File: src/rtl/seri_pkg.sv
// Purpose: shared constants and types for the two-wire memory slave
// Assumes: ref_clk at 125 MHz
// Notes:   density is given in kbit: 1, 2, 4, 8 or 16
package seri_pkg;

   // ======================================================
   // timing
   localparam int          CLK_KHZ   = 125000;               // 8 ns period
   localparam int          T_WR_MS   = 10;                   // longest write cycle
   localparam int          WR_CYCLES = T_WR_MS * CLK_KHZ;    // rounds down, exact here
   localparam logic [1:0]  FILT_LEN  = 2'h2;                 // stable samples needed

   // ======================================================
   // slave address byte layout
   localparam logic [3:0]  TYPE_CODE = 4'ha;                 // fixed device type
   localparam int          SA_TYPE_LO = 4;
   localparam int          SA_SEL_HI  = 3;
   localparam int          SA_SEL_LO  = 1;
   localparam int          SA_RW      = 0;
   localparam logic [3:0]  BYTE_BITS  = 4'h8;
   localparam logic [3:0]  LAST_TX    = 4'h7;
   localparam int          DENSITY_DEFAULT = 2;

   // ======================================================
   // controller states
   typedef enum logic [6:0] {
      ST_IDLE = 7'h01,
      ST_ADDR = 7'h02,
      ST_ACK  = 7'h04,
      ST_WRX  = 7'h08,
      ST_TX   = 7'h10,
      ST_MACK = 7'h20,
      ST_WAIT = 7'h40
   } seri_state_t;

   // ======================================================
   // density helpers
   function automatic int addr_width(input int kbit);
      case (kbit)
         1:       addr_width = 7;
         4:       addr_width = 9;
         8:       addr_width = 10;
         16:      addr_width = 11;
         default: addr_width = 8;
      endcase
   endfunction

   // which select bits compare against straps
   function automatic logic [2:0] sel_mask(input int kbit);
      case (kbit)
         4:       sel_mask = 3'h6;
         8:       sel_mask = 3'h4;
         16:      sel_mask = 3'h0;
         default: sel_mask = 3'h7;
      endcase
   endfunction

   function automatic int page_bits(input int kbit);
      page_bits = (kbit == 1) ? 3 : 4;
   endfunction

endpackage

File: src/rtl/seri_line_filter.sv
// Purpose: two-flop synchroniser and glitch filter for one bus line
// Assumes: line idles high
// Notes:   output moves only after the synced level holds FILT_LEN samples
`timescale 1ns/1ps
module seri_line_filter (
   input  wire logic ref_clk,
   input  wire logic rst,
   input  wire logic clk_en,
   input  wire logic line_in,
   output logic      line_out
);

   typedef struct packed {
      logic       meta;
      logic       sync;
      logic [1:0] cnt;
      logic       level;
   } seri_filt_t;

   seri_filt_t r_r;
   seri_filt_t r_nxt;

   // ======================================================
   // filter
   // sync then filter
   always_comb begin
      r_nxt      = r_r;
      r_nxt.meta = line_in;
      r_nxt.sync = r_r.meta;
      if (r_r.sync != r_r.level) begin
         if (r_r.cnt == seri_pkg::FILT_LEN - 2'h1) begin
            r_nxt.level = r_r.sync;
            r_nxt.cnt   = 2'h0;
         end else begin
            r_nxt.cnt = r_r.cnt + 2'h1;
         end
      end else begin
         r_nxt.cnt = 2'h0;
      end
   end

   // state register
   always_ff @(posedge ref_clk) begin
      if (rst) begin
         r_r <= '{meta: 1'b1, sync: 1'b1, cnt: 2'h0, level: 1'b1};
      end else if (clk_en) begin
         r_r <= r_nxt;
      end
   end

   assign line_out = r_r.level;
endmodule

File: src/rtl/seri_write_timer.sv
// Purpose: self-timed write cycle counter
// Assumes: start is a one-cycle pulse on ref_clk
// Notes:   busy stays high for exactly CYCLES enabled cycles
`timescale 1ns/1ps
module seri_write_timer #(
   parameter int CYCLES = seri_pkg::WR_CYCLES
) (
   input  wire logic ref_clk,
   input  wire logic rst,
   input  wire logic clk_en,
   input  wire logic start,
   output logic      busy
);

   localparam int CW = $clog2(CYCLES + 1);

   typedef struct packed {
      logic          busy;
      logic [CW-1:0] cnt;
   } seri_tmr_t;

   seri_tmr_t r_r;
   seri_tmr_t r_nxt;

   // ======================================================
   // countdown
   // bounded write cycle
   always_comb begin
      r_nxt = r_r;
      if (start) begin
         r_nxt.busy = 1'b1;
         r_nxt.cnt  = CW'(CYCLES - 1);
      end else if (r_r.busy) begin
         if (r_r.cnt == '0) begin
            r_nxt.busy = 1'b0;
         end else begin
            r_nxt.cnt = r_r.cnt - 1'b1;
         end
      end
   end

   always_ff @(posedge ref_clk) begin
      if (rst) begin
         r_r <= '0;
      end else if (clk_en) begin
         r_r <= r_nxt;
      end
   end

   assign busy = r_r.busy;
endmodule

File: src/rtl/seri_eeprom_slave.sv
// Purpose: two-wire bus slave with byte memory, page buffer and write protect
// Assumes: bus master drives scl; lines sampled on ref_clk
// Notes:   straps and wp are pins; pad pull-downs make open straps read zero
// Contract
// - write cycle ends within ten ms
// - busy: line released, address not acknowledged
// - device is slave only, master clocks
// - density parameter sets devices per bus
// - data line pulled low or released only
// - open straps read zero; smallest tied
// - used straps depend on density
// - write protect high makes array read-only
// - data change with clock high is condition
// - start is fall with clock high
// - stop is rise with clock high
// - slave address top nibble must be 1010
// - unused select bits become upper address
// - address bit zero selects read
// - acknowledge match, then read or write
// - receiver holds line low ninth clock
// - acknowledge every written byte
// - send eight bits, release, sample acknowledge
// - no master acknowledge: wait for stop
// - first written byte loads address pointer
// - protected: acknowledge addresses, not data
`timescale 1ns/1ps
module seri_eeprom_slave #(
   parameter int DENSITY_KBIT = seri_pkg::DENSITY_DEFAULT,
   parameter int WR_CYCLES    = seri_pkg::WR_CYCLES
) (
   input  wire logic ref_clk,
   input  wire logic rst,
   input  wire logic clk_en,
   input  wire logic scl_in,
   input  wire logic sda_in,
   output logic      sda_out,
   output logic      sda_oe,
   input  wire logic device_select_strap_0,
   input  wire logic device_select_strap_1,
   input  wire logic device_select_strap_2,
   input  wire logic write_protect,
   output logic      write_busy
);

   localparam int         AW    = seri_pkg::addr_width(DENSITY_KBIT);
   localparam int         PB    = seri_pkg::page_bits(DENSITY_KBIT);
   localparam logic [2:0] SMASK = seri_pkg::sel_mask(DENSITY_KBIT);

   typedef struct packed {
      logic [2:0]            strap_m;
      logic [2:0]            strap_s;
      logic                  wp_m;
      logic                  wp_s;
      logic                  scl_p;
      logic                  sda_p;
      seri_pkg::seri_state_t st;
      logic [3:0]            cnt;
      logic [7:0]            sh;
      logic                  rw;
      logic                  addr_phase;
      logic                  macked;
      logic                  sda_oe;
      logic [2:0]            sel;
      logic [AW-1:0]         ptr;
      logic [15:0][7:0]      pb;
      logic [15:0]           pbv;
      logic                  commit;
   } seri_main_t;

   seri_main_t r_r;
   seri_main_t r_nxt;
   logic [7:0] mem [0:(1<<AW)-1];
   logic       scl_f;
   logic       sda_f;
   logic       tmr_busy;
   logic       busy_any;
   logic       scl_rise;
   logic       scl_fall;
   logic       start_det;
   logic       stop_det;
   logic       addr_ok;
   logic [7:0] mem_rd;
   logic [10:0] full_addr;

   // ======================================================
   // line conditioning
   seri_line_filter u_scl (
      .ref_clk  (ref_clk),
      .rst      (rst),
      .clk_en   (clk_en),
      .line_in  (scl_in),
      .line_out (scl_f)
   );

   seri_line_filter u_sda (
      .ref_clk  (ref_clk),
      .rst      (rst),
      .clk_en   (clk_en),
      .line_in  (sda_in),
      .line_out (sda_f)
   );

   // ======================================================
   // write cycle timer
   seri_write_timer #(
      .CYCLES (WR_CYCLES)
   ) u_tmr (
      .ref_clk (ref_clk),
      .rst     (rst),
      .clk_en  (clk_en),
      .start   (r_r.commit),
      .busy    (tmr_busy)
   );

   // ======================================================
   // bus conditions and decode
   assign busy_any = tmr_busy | r_r.commit;
   assign scl_rise = scl_f & ~r_r.scl_p;
   assign scl_fall = ~scl_f & r_r.scl_p;
   // start is falling data, clock high
   assign start_det = scl_f & r_r.scl_p & r_r.sda_p & ~sda_f;
   // stop is rising data, clock high
   assign stop_det  = scl_f & r_r.scl_p & ~r_r.sda_p & sda_f;
   assign addr_ok  = (r_r.sh[7:seri_pkg::SA_TYPE_LO] == seri_pkg::TYPE_CODE) &&
                     (((r_r.sh[seri_pkg::SA_SEL_HI:seri_pkg::SA_SEL_LO] ^ r_r.strap_s) & SMASK) == 3'h0);
   // unused select bits are upper address
   assign full_addr = {r_r.sel, r_r.sh};
   assign mem_rd    = mem[r_r.ptr];

   // ======================================================
   // main controller
   always_comb begin
      logic load_tx;
      load_tx = 1'b0;
      r_nxt   = r_r;
      r_nxt.commit  = 1'b0;
      // straps synchronised, open pads read zero
      r_nxt.strap_m = {device_select_strap_2, device_select_strap_1, device_select_strap_0};
      r_nxt.strap_s = r_r.strap_m;
      r_nxt.wp_m    = write_protect;
      r_nxt.wp_s    = r_r.wp_m;
      r_nxt.scl_p   = scl_f;
      r_nxt.sda_p   = sda_f;
      if (r_r.commit) begin
         r_nxt.pbv = '0;
      end
      if (stop_det) begin
         r_nxt.st     = seri_pkg::ST_IDLE;
         r_nxt.sda_oe = 1'b0;
         r_nxt.commit = |r_r.pbv;
      end else if (start_det && !busy_any) begin
         r_nxt.st     = seri_pkg::ST_ADDR;
         r_nxt.cnt    = 4'h0;
         r_nxt.sda_oe = 1'b0;
      end else begin
         case (r_r.st)
            seri_pkg::ST_ADDR: begin
               if (scl_rise) begin
                  r_nxt.sh  = {r_r.sh[6:0], sda_f};
                  r_nxt.cnt = r_r.cnt + 4'h1;
               end
               if (scl_fall && r_r.cnt == seri_pkg::BYTE_BITS) begin
                  if (addr_ok && !busy_any) begin
                     r_nxt.sda_oe     = 1'b1;
                     r_nxt.rw         = r_r.sh[seri_pkg::SA_RW];
                     r_nxt.addr_phase = ~r_r.sh[seri_pkg::SA_RW];
                     r_nxt.sel        = r_r.sh[seri_pkg::SA_SEL_HI:seri_pkg::SA_SEL_LO];
                     r_nxt.st         = seri_pkg::ST_ACK;
                  end else begin
                     r_nxt.st = seri_pkg::ST_WAIT;
                  end
               end
            end
            seri_pkg::ST_ACK: begin
               if (scl_fall) begin
                  r_nxt.sda_oe = 1'b0;
                  r_nxt.cnt    = 4'h0;
                  if (r_r.rw) begin
                     load_tx = 1'b1;
                  end else begin
                     r_nxt.st = seri_pkg::ST_WRX;
                  end
               end
            end
            seri_pkg::ST_WRX: begin
               if (scl_rise) begin
                  r_nxt.sh  = {r_r.sh[6:0], sda_f};
                  r_nxt.cnt = r_r.cnt + 4'h1;
               end
               if (scl_fall && r_r.cnt == seri_pkg::BYTE_BITS) begin
                  if (r_r.addr_phase) begin
                     r_nxt.ptr        = full_addr[AW-1:0];
                     r_nxt.addr_phase = 1'b0;
                     r_nxt.sda_oe     = 1'b1;
                     r_nxt.st         = seri_pkg::ST_ACK;
                  end else if (r_r.wp_s) begin
                     r_nxt.st = seri_pkg::ST_WAIT;
                  end else begin
                     r_nxt.pb[4'(r_r.ptr[PB-1:0])]  = r_r.sh;
                     r_nxt.pbv[4'(r_r.ptr[PB-1:0])] = 1'b1;
                     r_nxt.ptr[PB-1:0]              = r_r.ptr[PB-1:0] + 1'b1;
                     r_nxt.sda_oe                   = 1'b1;
                     r_nxt.st                       = seri_pkg::ST_ACK;
                  end
               end
            end
            seri_pkg::ST_TX: begin
               // shift out eight bits then release
               if (scl_fall) begin
                  if (r_r.cnt == seri_pkg::LAST_TX) begin
                     r_nxt.sda_oe = 1'b0;
                     r_nxt.macked = 1'b0;
                     r_nxt.st     = seri_pkg::ST_MACK;
                  end else begin
                     r_nxt.sh     = {r_r.sh[6:0], 1'b0};
                     r_nxt.sda_oe = ~r_r.sh[6];
                     r_nxt.cnt    = r_r.cnt + 4'h1;
                  end
               end
            end
            seri_pkg::ST_MACK: begin
               if (scl_rise) begin
                  r_nxt.macked = ~sda_f;
               end
               if (scl_fall) begin
                  if (r_r.macked) begin
                     r_nxt.cnt = 4'h0;
                     load_tx   = 1'b1;
                  end else begin
                     r_nxt.st = seri_pkg::ST_WAIT;
                  end
               end
            end
            seri_pkg::ST_IDLE, seri_pkg::ST_WAIT: begin
               r_nxt.sda_oe = 1'b0;
            end
            default: begin
               r_nxt.st     = seri_pkg::ST_IDLE;
               r_nxt.sda_oe = 1'b0;
            end
         endcase
      end
      // fetch next byte and drive its msb
      if (load_tx) begin
         r_nxt.sh     = mem_rd;
         r_nxt.sda_oe = ~mem_rd[7];
         r_nxt.ptr    = r_r.ptr + 1'b1;
         r_nxt.st     = seri_pkg::ST_TX;
      end
   end

   // state register
   always_ff @(posedge ref_clk) begin
      if (rst) begin
         r_r       <= '0;
         r_r.st    <= seri_pkg::ST_IDLE;
         r_r.scl_p <= 1'b1;
         r_r.sda_p <= 1'b1;
      end else if (clk_en) begin
         r_r <= r_nxt;
      end
   end

   // ======================================================
   // array programming at end of write
   // only unprotected bytes reach the array
   always_ff @(posedge ref_clk) begin
      if (clk_en && !rst && r_r.commit) begin
         for (int i = 0; i < (1 << PB); i++) begin
            if (r_r.pbv[i]) begin
               mem[{r_r.ptr[AW-1:PB], PB'(i)}] <= r_r.pb[i];
            end
         end
      end
   end

   // open drain, only low or released
   assign sda_out    = 1'b0;
   assign sda_oe     = r_r.sda_oe;
   assign write_busy = busy_any;
endmodule

File: config.mk
export PLATFORM = sky130hd
export DESIGN_NAME = seri_eeprom_slave
export DESIGN_NICKNAME = d
export VERILOG_FILES = /design/src/rtl/seri_pkg.sv /design/src/rtl/seri_line_filter.sv /design/src/rtl/seri_write_timer.sv /design/src/rtl/seri_eeprom_slave.sv
export SDC_FILE = /design/constraint.sdc
export NUM_CORES = 2
export LEC_CHECK = 0
export ABC_CLOCK_PERIOD_IN_PS = 4000
export BUFFER_PORTS_ARGS = -buffer_cell sky130_fd_sc_hd__buf_4
export CORE_MARGIN = 3
export CORE_UTILIZATION = 45
export DETAILED_ROUTE_END_ITERATION = 10
export PLACE_DENSITY = 0.67
export SLEW_MARGIN = 20
export SYNTH_ARGS = -nofsm -noshare
export SYNTH_HDL_FRONTEND = slang
export SYNTH_HIERARCHICAL = 1
export SYNTH_SLANG_ARGS = --single-unit
File: constraint.sdc
create_clock -name ref_clk -period 4 [get_ports ref_clk]
set_clock_uncertainty 0.05 [all_clocks]
set_input_delay 0.8 -clock ref_clk [delete_from_list [all_inputs] [get_ports ref_clk]]
set_output_delay 0.8 -clock ref_clk [all_outputs]
set_load 0.02 [all_outputs]
# Word-level counts from Yosys, hierarchy flattened
# Memories as Yosys holds them, arrays and structs flattened.
# Index checks and enable logic that the tools add are counted.
classes:
  n_addsub: 6
  n_lt_le_gt_ge: 2
  n_eq_ne: 45
  mux: 122
  bitwise_logic: 21
  reduce_logical: 35
op_table:
  columns: ["cell", "count"]
  rows:
  - ["$mux W152", 4]
  - ["$mux W148", 1]
  - ["$mux W144", 1]
  - ["$bwmux W128", 1]
  - ["$mux W7", 10]
  - ["$mux W1", 69]
  - ["$mux W11", 5]
  - ["$ne A5 B5 Y1 const B", 9]
  - ["$mux W22", 2]
  - ["$pmux W7 S6", 1]
  - ["$demux W8 S4", 1]
  - ["$reduce_and A7 Y1", 4]
  - ["$mux W12", 2]
  - ["$mux W8", 3]
  - ["$logic_not A21 Y1", 1]
  - ["$mux W21", 1]
  - ["$ne A3 B3 Y1 const B", 7]
  - ["$sub A21 B1 Y21 const B", 1]
  - ["$mux W4", 5]
  - ["$mux W19", 1]
  - ["$reduce_and A6 Y1", 3]
  - ["$mux W16", 1]
  - ["$or A16 B16 Y16", 1]
  - ["$pmux W4 S4", 1]
  - ["43 further kinds", 96]
totals:
  reg_bits: 221
  ram_bits: 2048
  inputBits: 9
  output_inout_bits: 3
  word_cells: 276
  memories: 1
mem_list:
  columns: ["memory", "depth", "word_bits", "read_ports", "rd_clocked_by_memory_dff", "write_ports", "line_no", "rtl"]
  rows:
  - ["mem", 256, 8, 1, 0, 16, "seri_eeprom_slave.sv:72", "logic [7:0] mem [0:(1<<AW)-1];"]

# Longest topological paths before layout
depth:
  ltp_word: 12
  depth_mapped: 13

# Hierarchy
# Netlist, hierarchy kept.
modules_own_cells:
  columns: ["mod", "n_inst", "cells_each", "area_per_inst_um2", "seq_area_each_um2"]
  rows:
  - ["seri_eeprom_slave", 1, 4597, 87111.0, 65222.6]
  - ["seri_write_timer", 1, 162, 1300.0, 440.4]
  - ["seri_line_filter", 2, 21, 214.0, 100.1]

# Least setup slack after synthesis
# Ideal clock, no wire load.
synth_timing:
  path_kind: "reg2reg"
  start: "register r_r[150] in the netlist's numbering"
  end: "memory mem[233][0] (enable)"
  t_arrival_ns: 2.489
  required_time_ns: 3.580
  slack_ns: 1.091
  path_stages_with_launch: 8
  synth_period_minus_slack_ns: 2.909
  path_cell_list: "dfxtp_1 clkbuf_1 buf_1 buf_1 buf_1 nand3_1 clkbuf_1 nor2_1"
synth_rtl:
  columns: ["element", "line_no", "rtl"]
  rows:
  - ["start, declared", "seri_eeprom_slave.sv:70", "seri_main_t r_r;"]
  - ["start signal, assigned", "seri_eeprom_slave.sv:260", "r_r <= r_nxt;"]
  - ["end, declared", "seri_eeprom_slave.sv:72", null]

# Worst setup path in the final report
layout_timing:
  start: "register r_r[145] in the netlist's numbering"
  end: "register r_r (netlist bit full_addr[7])"
layout_via:
  elab_chain_cells: 2
layout_lines:
  columns: ["element", "line_no", "rtl"]
  rows:
  - ["$mem_v2 Z256 W8", null, null]
  - ["$mux W8", "seri_eeprom_slave.sv:244", "if (load_tx) begin"]
# Every way passes these cells.
# A chain may end at the register's enable or synchronous reset.

==> impl_metrics.toml <==
[routing]
drc = 0
final_antenna_net_count = 0
wl_per_cell_um = 41.6
drtIter0Drc = 12300
vias = 53900
drt_pass1_iterations = 9
routed_wl_um = 331000
routed_via_density = 6.78

[logic_synthesis]
syn_area_per_cell_sq_um = 18.5
synth-seq-cells = 2266
seq_area_frac_synth_pct = 74.1
synthFlopType = "edfxtp_1"
netlist_area_sq_um = 88800
syn_nets = 4817
synth-edff-count = 2048
yosys_warnings = 6
synthDistinctLibCells = 92
synth_cells = 4801
synthArstFlopShare_pct = 0

[clock_network]
clock-root-buffer = "clkbuf_16"
numCtsBuffers = 219
cts_setup_buffers = 0
clock_sinks = 2266
cts.path.max_buffers = 3
htreeDepth = 4
cts_tree = "yes"
ctsHoldBuffers = 0
cts_resized = 0
path_clk_slew_ns = 0.06
insertion_delay_ns = 0.88

[floorplanning]
num_rows = 162
fp.dieH_um = 450
pin_count = 12
initial_utilization_pct = 45.4
die_area_sq_um = 203000
die_w_um = 450
core_area_sq_um = 196000

[power]
ir_worst_vdd_mv = 0.454
cellPowerDensity_nw_per_um2 = 456
leakagePower_uw = 0.0368
p_total_uw = 46400

[timing]
maxSlewHeadroom_pct = 12.4
worst_pin_slew_ns = 1.31
drv_slew = 0
tns_ns = -0.319
hold_viol_final = 0
max_freq_mhz = 236
setup_ws_ns = -0.231
setup_viol = 2
holdWs_ns = 0.105
fin_crit_sh_pct = 106
period_needed_ns = 4.23
rsz0062_at_grt = "no"

[layout]
mostFrequentLayoutCell = "edfxtp_1"
nNetsFinal = 5147
final_cell_mix = "2048 x edfxtp_1, 541 x mux4_2, 399 x nand2_1"
postLayoutCellArea_sq_um = 102000
layout-drive-gt1-share_pct = 26.6
syn_to_final_growth_pct = 14.5

[worst_setup_path]
cp-end-kind = "register"
crit_type = "register to register"
arrival_ns = 4.93
critPathMaxFanout = 24
slowest_stage = "a311oi_1"
cp_cell_sequence = "buf_12, buf_4, nor2b_2, buf_4, a221oi_1, o21ai_0, nand3b_1, a311oi_1, a32oi_1, a31o_2"
r2r_setup_slack_ns = -0.23
critPathLaunchType = "register"
worstPathRequired_ns = 4.70
cpMostUsedCell = "buf_4"
cp_slowest_stage_delay_ns = 0.90

[global_route]
overflow = 0
grt_pass1_vias = 50500
antenna_found_initial = 64
track_usage_pct = 32.3
grt_pass1_wl_um = 443000
grt_max_degree = 213

[place]
gp_congestion = 1.06
dp_hpwl_um = 210000
dp_slack_ns = 0.248
port_buffers = 10
placed_cell_area_sq_um = 94500

[run_status]
violations = "setup timing"
outcome = "complete, but fails checks"

[hold_path]
hp-class = "primary input to register"

[job]
max_cap_violations = 0
[kinds of logic (layout without fill, tap and decap cells)]
kind of cell	Yosys count	after routing	synth area share [%]
XOR/XNOR	7	7	0.0690
adder cells (fa/ha/maj)	7	7	0.0986
other	1	20	0.00422
buffers and inverters	328	835	1.64
AND/OR/NAND/NOR	1049	1049	5.31
AO/OA/AOI/OAI	457	457	3.38
flip-flops	2266	2266	74.1
multiplexers	686	686	15.4
[area by class of cell]
class                           instances  area [sq um]
Fill cell                           15300         93900
Sequential cell                      2266         66000
Multi-Input combinational cell       2207         21600
Clock buffer                          268          5780
Timing Repair Buffer                  413          3640
Tap cell                             2624          3280
Clock inverter                        130          1370
Inverter                               24          96.3
Antenna cell                           19          47.5
[where the power goes]
group / internal, uW / total, uW / switching, uW
combinational: 50.0 / 172 / 122
clock: 11800 / 20800 / 9030
sequential: 25400 / 25400 / 11.1
[per-stage QoR]
step	cells	utilization (%)
after detailed placement	7534	48.3
after CTS	7932	52.0
after global placement	7534	48.3
after floorplan	4801	-
after global routing	7933	52.0
final	7951	52.0
[layer usage]
layer	track usage (%)	vias to the layer above	part of all wire [%]
met2	44.7	5608	42
li1	-	20000	-
met4	21.0	0	8.2
met1	42.2	27300	32
met5	0	-	0
met3	13.1	1038	18
[final timing paths]
kind                          to      from  cells after the start
setup / recovery    full_addr[7]  r_r[145]                     10
setup reg to reg    full_addr[7]  r_r[145]                     10
hold reg to reg      mem[242][4]  register                      0
hold / removal    u_sda/r_nxt[3]    sda_in                      3
[synth_stat cells, types with 18 or more instances]
| cell type | n | area share, % |
|---|---|---|
| edfxtp_1 | 2048 | 69 |
| mux4_2 | 541 | 14 |
| nand2_1 | 399 | 1.7 |
| nor2_1 | 345 | 1.5 |
| dfxtp_1 | 218 | 4.9 |
| a21oi_1 | 206 | 1.2 |
| clkbuf_1 | 141 | 0.60 |
| mux2i_1 | 137 | 1.5 |
| buf_2 | 111 | 0.63 |
| nand3_1 | 108 | 0.61 |
| a22oi_1 | 38 | 0.32 |
| buf_1 | 29 | 0.12 |
| nor3_1 | 29 | 0.16 |
| buf_4 | 23 | 0.19 |
| o21ai_0 | 23 | 0.13 |
| inv_1 | 22 | 0.093 |
| nor2b_1 | 22 | 0.15 |
| a211oi_1 | 21 | 0.18 |
| nand2b_1 | 21 | 0.15 |
| o22ai_1 | 20 | 0.14 |
| a31oi_1 | 18 | 0.13 |
| and2_1 | 18 | 0.13 |
[critical path: cells and delay by family, from the launching register on]
| family | cells | cell delay, ns |
|---|---|---|
| buf+inv | 3 | 0.82 |
| compound gates | 5 | 1.76 |
| simple gates | 2 | 0.96 |
| flops | 1 | 0.47 |
[state kept, by name, indices dropped and copies added, names as in the netlist, 3 cells and up, named ones only]
register	flops
mem	2048
r_r	45
full_addr	8
u_tmr/r_r	21
u_sda/r_r	3
r_nxt	4
u_scl/r_r	3
Note: power is estimated with default switching activity, not from simulation.
